<file path="src/cfs_defs.svh">
// register offsets, bit positions, reset values and limits of the fault status bank
`ifndef CFS_DEFS_SVH
`define CFS_DEFS_SVH
`define CFS_ADDR_ADC_LO 8'h1E
`define CFS_ADDR_ADC_HI 8'h1F
`define CFS_ADDR_STATUS 8'h20
`define CFS_BIT_IN_OV 7
`define CFS_BIT_DIS_OC 6
`define CFS_BIT_IN_OC 5
`define CFS_BIT_SYS_OV 4
`define CFS_BIT_SYS_UV 3
`define CFS_BIT_FORCED_OFF 2
`define CFS_BIT_REV_OV 1
`define CFS_BIT_REV_UV 0
`define CFS_READ_CLEAR_MASK 8'hE7
`define CFS_WRITE_CLEAR_MASK 8'h18
`define CFS_STATUS_RESET 8'h00
`define CFS_ADC_RESET 16'h0000
`define CFS_ADC_MAX 16'h1FFF
`define CFS_SYNC_STAGES 3
`endif

</file>
<file path="src/cfs_pkg.sv">
// shared types of the fault status bank
package cfs_pkg;
  typedef logic [7:0] cfs_byte_t;
  typedef logic [15:0] cfs_reading_t;
endpackage

</file>
<file path="src/cfs_fault_status.sv">
// fault status byte and comparator input reading with host register access
//
// How it works
// - the 16-bit comparator input reading is read as low byte at 0x1E and high byte at 0x1F.
// - the reading has 1 mV per code and conversion results above 0x1FFF are held at 0x1FFF.
// - after reset or register reset the reading is zero until a new result is loaded.
// - read-cleared fault bits set when their fault occurs and stay set at least until a read.
// - a read-cleared bit whose fault is still present at the read stays one.
// - once read, a set read-cleared bit clears itself as soon as its fault goes away.
// - a system overvoltage sets bit 4 and the converter stays off while it is high.
// - bit 4 is cleared by the host writing zero to it or by removal of the adapter.
// - a system undervoltage latches bit 3 until cleared, converter off while it is high.
// - bit 3 is cleared by a host write of zero or by adapter removal, letting the converter run.
// - a low comparator pin forces the converter off and sets read-cleared bit 2.
// - bits 7,6,5 are input overvoltage, discharge and input overcurrent; 1,0 reverse OV/UV.
// - the status byte at 0x20 resets to zero and a register reset clears it.
`timescale 1ns/100ps
`include "cfs_defs.svh"
module cfs_fault_status #(
  parameter int ADC_W = 16
) (
  input wire logic i_sys_clk,
  input wire logic i_rst_n,
  input wire logic i_clk_en,
  input wire logic i_reg_reset,
  input wire logic [7:0] i_reg_addr,
  input wire logic i_reg_rd,
  input wire logic i_reg_wr,
  input wire cfs_pkg::cfs_byte_t i_reg_wdata,
  output cfs_pkg::cfs_byte_t o_reg_rdata,
  input wire logic [ADC_W-1:0] i_adc_code,
  input wire logic i_adc_valid,
  input wire logic i_input_overvoltage_fault,
  input wire logic i_battery_discharge_overcurrent_fault,
  input wire logic i_input_overcurrent_fault,
  input wire logic i_system_overvoltage,
  input wire logic i_system_undervoltage,
  input wire logic i_reverse_output_overvoltage_fault,
  input wire logic i_reverse_output_undervoltage_fault,
  input wire logic i_comparator_input_pin_n,
  input wire logic i_adapter_present,
  output logic o_converter_off
);
  import cfs_pkg::*;

  function automatic cfs_reading_t clamp_code(input logic [ADC_W-1:0] code);
    if (code > ADC_W'(`CFS_ADC_MAX)) begin
      clamp_code = `CFS_ADC_MAX;
    end else begin
      clamp_code = 16'(code);
    end
  endfunction

  // status address decode
  function automatic logic is_status(input logic [7:0] addr);
    is_status = (addr == `CFS_ADDR_STATUS);
  endfunction

  logic [`CFS_SYNC_STAGES-1:0] cmp_sync;
  logic [`CFS_SYNC_STAGES-1:0] next_cmp_sync;
  logic cmp_n;
  logic next_cmp_n;
  cfs_byte_t status;
  cfs_byte_t next_status;
  cfs_byte_t armed;
  cfs_byte_t next_armed;
  cfs_reading_t adc;
  cfs_reading_t next_adc;
  cfs_byte_t next_rdata;
  logic next_conv_off;
  cfs_byte_t fault;
  cfs_byte_t wclr;
  cfs_byte_t disarm;
  logic rd_status;
  logic wr_status;

  // comparator pin filter: change taken when stages 2 and 3 agree
  always_comb begin
    next_cmp_sync = {cmp_sync[`CFS_SYNC_STAGES-2:0], i_comparator_input_pin_n};
    next_cmp_n = cmp_n;
    if (cmp_sync[1] == cmp_sync[2]) begin
      next_cmp_n = cmp_sync[2];
    end
  end

  always_comb begin
    rd_status = i_reg_rd && is_status(i_reg_addr);
    wr_status = i_reg_wr && is_status(i_reg_addr);
    fault = '0;
    fault[`CFS_BIT_IN_OV] = i_input_overvoltage_fault;
    fault[`CFS_BIT_DIS_OC] = i_battery_discharge_overcurrent_fault;
    fault[`CFS_BIT_IN_OC] = i_input_overcurrent_fault;
    fault[`CFS_BIT_SYS_OV] = i_system_overvoltage;
    fault[`CFS_BIT_SYS_UV] = i_system_undervoltage;
    fault[`CFS_BIT_FORCED_OFF] = ~cmp_n;
    fault[`CFS_BIT_REV_OV] = i_reverse_output_overvoltage_fault;
    fault[`CFS_BIT_REV_UV] = i_reverse_output_undervoltage_fault;
    // write of zero or unplug clears bits 4 and 3
    wclr = ({8{wr_status}} & ~i_reg_wdata) | {8{~i_adapter_present}};
    wclr = wclr & `CFS_WRITE_CLEAR_MASK;
    // read-cleared bits: a read arms, writes never touch them
    disarm = (armed | (rd_status ? status : 8'h00)) & `CFS_READ_CLEAR_MASK;
    // set wins over read, write and unplug clears; a register reset wins over set
    next_status = fault | (status & ~disarm & ~wclr);
    next_armed = (armed | (rd_status ? status : 8'h00)) & next_status & `CFS_READ_CLEAR_MASK;
    next_adc = adc;
    if (i_adc_valid) begin
      next_adc = clamp_code(i_adc_code);
    end
    if (i_reg_reset) begin
      next_status = `CFS_STATUS_RESET;
      next_armed = 8'h00;
      next_adc = `CFS_ADC_RESET;
    end
    next_conv_off = next_status[`CFS_BIT_SYS_OV] | next_status[`CFS_BIT_SYS_UV] | ~cmp_n;
    next_rdata = o_reg_rdata;
    if (i_reg_rd) begin
      if (i_reg_addr == `CFS_ADDR_ADC_LO) begin
        next_rdata = adc[7:0];
      end else if (i_reg_addr == `CFS_ADDR_ADC_HI) begin
        next_rdata = adc[15:8];
      end else if (is_status(i_reg_addr)) begin
        next_rdata = status;
      end else begin
        next_rdata = 8'h00;
      end
    end
  end

  always_ff @(posedge i_sys_clk or negedge i_rst_n) begin
    if (!i_rst_n) begin
      cmp_sync <= '1;
      cmp_n <= 1'b1;
      status <= `CFS_STATUS_RESET;
      armed <= 8'h00;
      adc <= `CFS_ADC_RESET;
      o_reg_rdata <= 8'h00;
      o_converter_off <= 1'b0;
    end else if (i_clk_en) begin
      cmp_sync <= next_cmp_sync;
      cmp_n <= next_cmp_n;
      status <= next_status;
      armed <= next_armed;
      adc <= next_adc;
      o_reg_rdata <= next_rdata;
      o_converter_off <= next_conv_off;
    end
  end
endmodule

</file>
<file path="config.mk">
export PLATFORM = sky130hd
export DESIGN_NAME = cfs_fault_status
export DESIGN_NICKNAME = d
export VERILOG_FILES = /design/src/cfs_pkg.sv /design/src/cfs_fault_status.sv
export VERILOG_INCLUDE_DIRS = /design/src /design/src/src
export SDC_FILE = /design/constraint.sdc
export NUM_CORES = 1
export LEC_CHECK = 0
export BUFFER_PORTS_ARGS = -buffer_cell sky130_fd_sc_hd__buf_2
export CORE_ASPECT_RATIO = 2
export CORE_MARGIN = 8
export CORE_UTILIZATION = 56
export DETAILED_ROUTE_END_ITERATION = 6
export PLACE_DENSITY = 0.89
export SLEW_MARGIN = 15
export SYNTH_ARGS = -nofsm -noshare
export SYNTH_HDL_FRONTEND = slang
export SYNTH_SLANG_ARGS = --single-unit
</file>
<file path="constraint.sdc">
create_clock -name i_sys_clk -period 2.25 [get_ports i_sys_clk]
set_clock_uncertainty 0.15 [all_clocks]
set_input_delay 0.225 -clock i_sys_clk [delete_from_list [all_inputs] [get_ports i_sys_clk]]
set_output_delay 0.225 -clock i_sys_clk [all_outputs]
set_load 0.1 [all_outputs]
</file>
==> impl_metrics.tcl <==
set metrics [dict create \
    worst_ep_arrival_time_ns 1.10 \
    die_h_microns 104 \
    fmax_mhz 680 \
    route.met3.wl_microns 326 \
    tritoncts "yes" \
    fillers 342 \
    dr_wl_met2_microns 2620 \
    rows 32 \
    antenna_found_initial 0 \
    start_util_pct 57.4 \
    dpl.hpwl_microns 3860 \
    core_sq_mm 0.00376 \
    synth_cell_type_count 35 \
    vdd_drop_max_uv 684 \
    cp_max_fo 2 \
    critPathLaunch "o_reg_rdata[2]" \
    maxUsedRoutingLayer "met4" \
    m1WireLength_microns 2130 \
    slew_violations 0 \
    stdcell_area_sq_mm 0.00250 \
    die_area_sq_mm 0.00622 \
    via_count 1861 \
    die_w_microns 59.9 \
    io_buffers 50 \
    syn_area_sq_mm 0.00216 \
    cp.buffers_inverters 1 \
    grt_pass1_vias 1932 \
    drt_drc_violations_left 0 \
    crit_path_top_delay_cell "buf_2" \
    wl_per_cell_microns 16.1 \
    synth_edf_count 0 \
    ys_ff_latch 43 \
    antenna_cells 0 \
    r2r-start "status[4]" \
    gp_congestion 0.860 \
    finalNonFillerCells 320 \
    cp_cell_sequence "buf_2" \
    cts_root_buf "clkbuf_8" \
    setup_viol 0 \
    grt_max_degree 38 \
    max_cap_violations 0 \
    period_share_pct 65.4 \
    dp.cells 310 \
    leakage_nw 1.13 \
    p_per_area_mw_per_mm2 671 \
    cpLargestDelayFamily "buffers and inverters" \
    clock_latency_ns 0.29 \
    hold_start "i_reverse_output_overvoltage_fault" \
    ant_nets 0 \
    avgSynthCellArea_sq_um 9.69 \
    vias_per_cell 5.82 \
    period_minus_slack_ns 1.47 \
    finalHoldViolCount 0 \
    clkTransAtPathRegs_ns 0.08 \
    netlist_instances 223 \
    critical-path-max-stage-delay_ns 0.44 \
    clk_path_buf_depth 2 \
    cts_inserted_buffers 5 \
    cts_sinks 43 \
    ys_seq_area_share_pct 50.0 \
    h-tree-depth 2 \
    p_total_mw 1.68 \
    cp-start-kind "register" \
    grt_usage_pct 17.7 \
    io_pins 57 \
    reg2reg_setup_slack_ns 1.02 \
    worstHoldPathType "input pin to register" \
    drtIter0Drc 38 \
    final_nets 316 \
    overflow 0 \
    syn2layout_area_growth_pct 15.7 \
    firstDrtPassIters 4 \
    worstSetupPathType "register to output pin" \
    synthFlopType "dfrtp_1" \
    worstPathRequired_ns 1.88 \
    ys.warnings.count 0 \
    max_slew_margin_pct 67.5 \
    async_flop_share_pct 100 \
    hold_slack_ns 0.0407 \
    end_kind "output pin" \
    drive_gt1_share_pct 24.9 \
    placed_cell_area_sq_mm 0.00240 \
    tightest_slew_ns 0.491 \
    grt_pass1_wl_microns 8760 \
    finalSetupTns_ns 0 \
    syn-num-nets 271 \
    rsz0062_at_grt "no" \
    wl_microns 5160 \
    status "completed" \
]
-- worst paths after layout --
| kind | end | cells after the start |
|---|---|---|
| max | o_reg_rdata[2] | 1 |
| min | armed[1] | 3 |
| max reg2reg | o_converter_off | 4 |
| min reg2reg | cmp_sync[2] | 2 |
| max in group asynchronous | cmp_sync[2] | 3 |
| min in group asynchronous | adc[6] | 2 |
-- cell usage after synthesis (7+ instances only) --
cell type	number	area [sq um]
a21oi_1	21	105
a22oi_1	8	60.1
a31oi_1	9	56.3
buf_2	7	35.0
dfrtp_1	39	976
inv_1	16	60.1
nand2_1	21	78.8
o21a_1	13	97.6
o21ai_0	8	40.0
o21ai_1	12	60.1
o22ai_1	12	75.1
o2bb2ai_1	7	61.3
-- metal layers --
layer	GRT usage, %	vias to the layer above
met5	0	-
met2	28.0	62
met1	22.4	891
met4	6.54	0
li1	-	899
met3	4.09	9
-- cell families (layout without fill, tap and decap cells) --
| logic type | count (synthesis) | in the layout | synth area share, % |
|---|---|---|---|
| AND/OR/NAND/NOR | 45 | 45 | 12.0 |
| buffers and inverters | 34 | 80 | 7.53 |
| multiplexers | 2 | 2 | 1.04 |
| AO/OA/AOI/OAI | 99 | 99 | 29.4 |
| flip-flops | 43 | 43 | 50.0 |
-- state kept, by name, summed over array words and instances, names as in the netlist --
name	cells
o_converter_off	1
cmp_n	1
status	8
o_reg_rdata	8
adc	16
cmp_sync	3
armed	6
-- timing repair --
action,4_1_cts,5_1_grt
hold buffers,2,0
hold endpoints to repair,36,0
gates resized for setup,0,0
setup buffers,0,0
-- cell type report --
| class | instances | area, sq um | share of cell area, % |
|---|---|---|---|
| clock buffer | 7 | 76.3 | 3.05 |
| clock inverter | 1 | 5.00 | 0.200 |
| inverter | 17 | 63.8 | 2.55 |
| multi-input combinational | 146 | 917 | 36.7 |
| sequential | 43 | 1080 | 43.2 |
| tap | 51 | 63.8 | 2.55 |
| timing repair buffer | 55 | 293 | 11.7 |
-- placed cells by master, fill, tap and decap left out, types with 7 or more instances in the layout --
| master | count |
|---|---|
| dfrtp_1 | 39 |
| inv_1 | 16 |
| o22ai_1 | 12 |
| a22oi_1 | 8 |
| nand2_1 | 21 |
| o21ai_0 | 8 |
| o21ai_1 | 12 |
| o21a_1 | 13 |
| a31oi_1 | 9 |
| o2bb2ai_1 | 7 |
| a21oi_1 | 21 |
| buf_2 | 50 |
-- power breakdown --
group | switching (mW) | internal, mW | total [mW]
combinational | 0.184 | 0.121 | 0.304
sequential | 0.0590 | 0.853 | 0.912
clock | 0.244 | 0.218 | 0.461
-- through the flow --
stage | util (%) | worst slack, ns
2_1_floorplan | - | 0.842
3_3_place_gp | 63.7 | 0.528
3_5_place_dp | 63.7 | 0.464
4_1_cts | 66.4 | 0.776
5_1_grt | 66.4 | 0.679
6_report | 66.4 | 0.778
(Power assumes the default switching activity.)
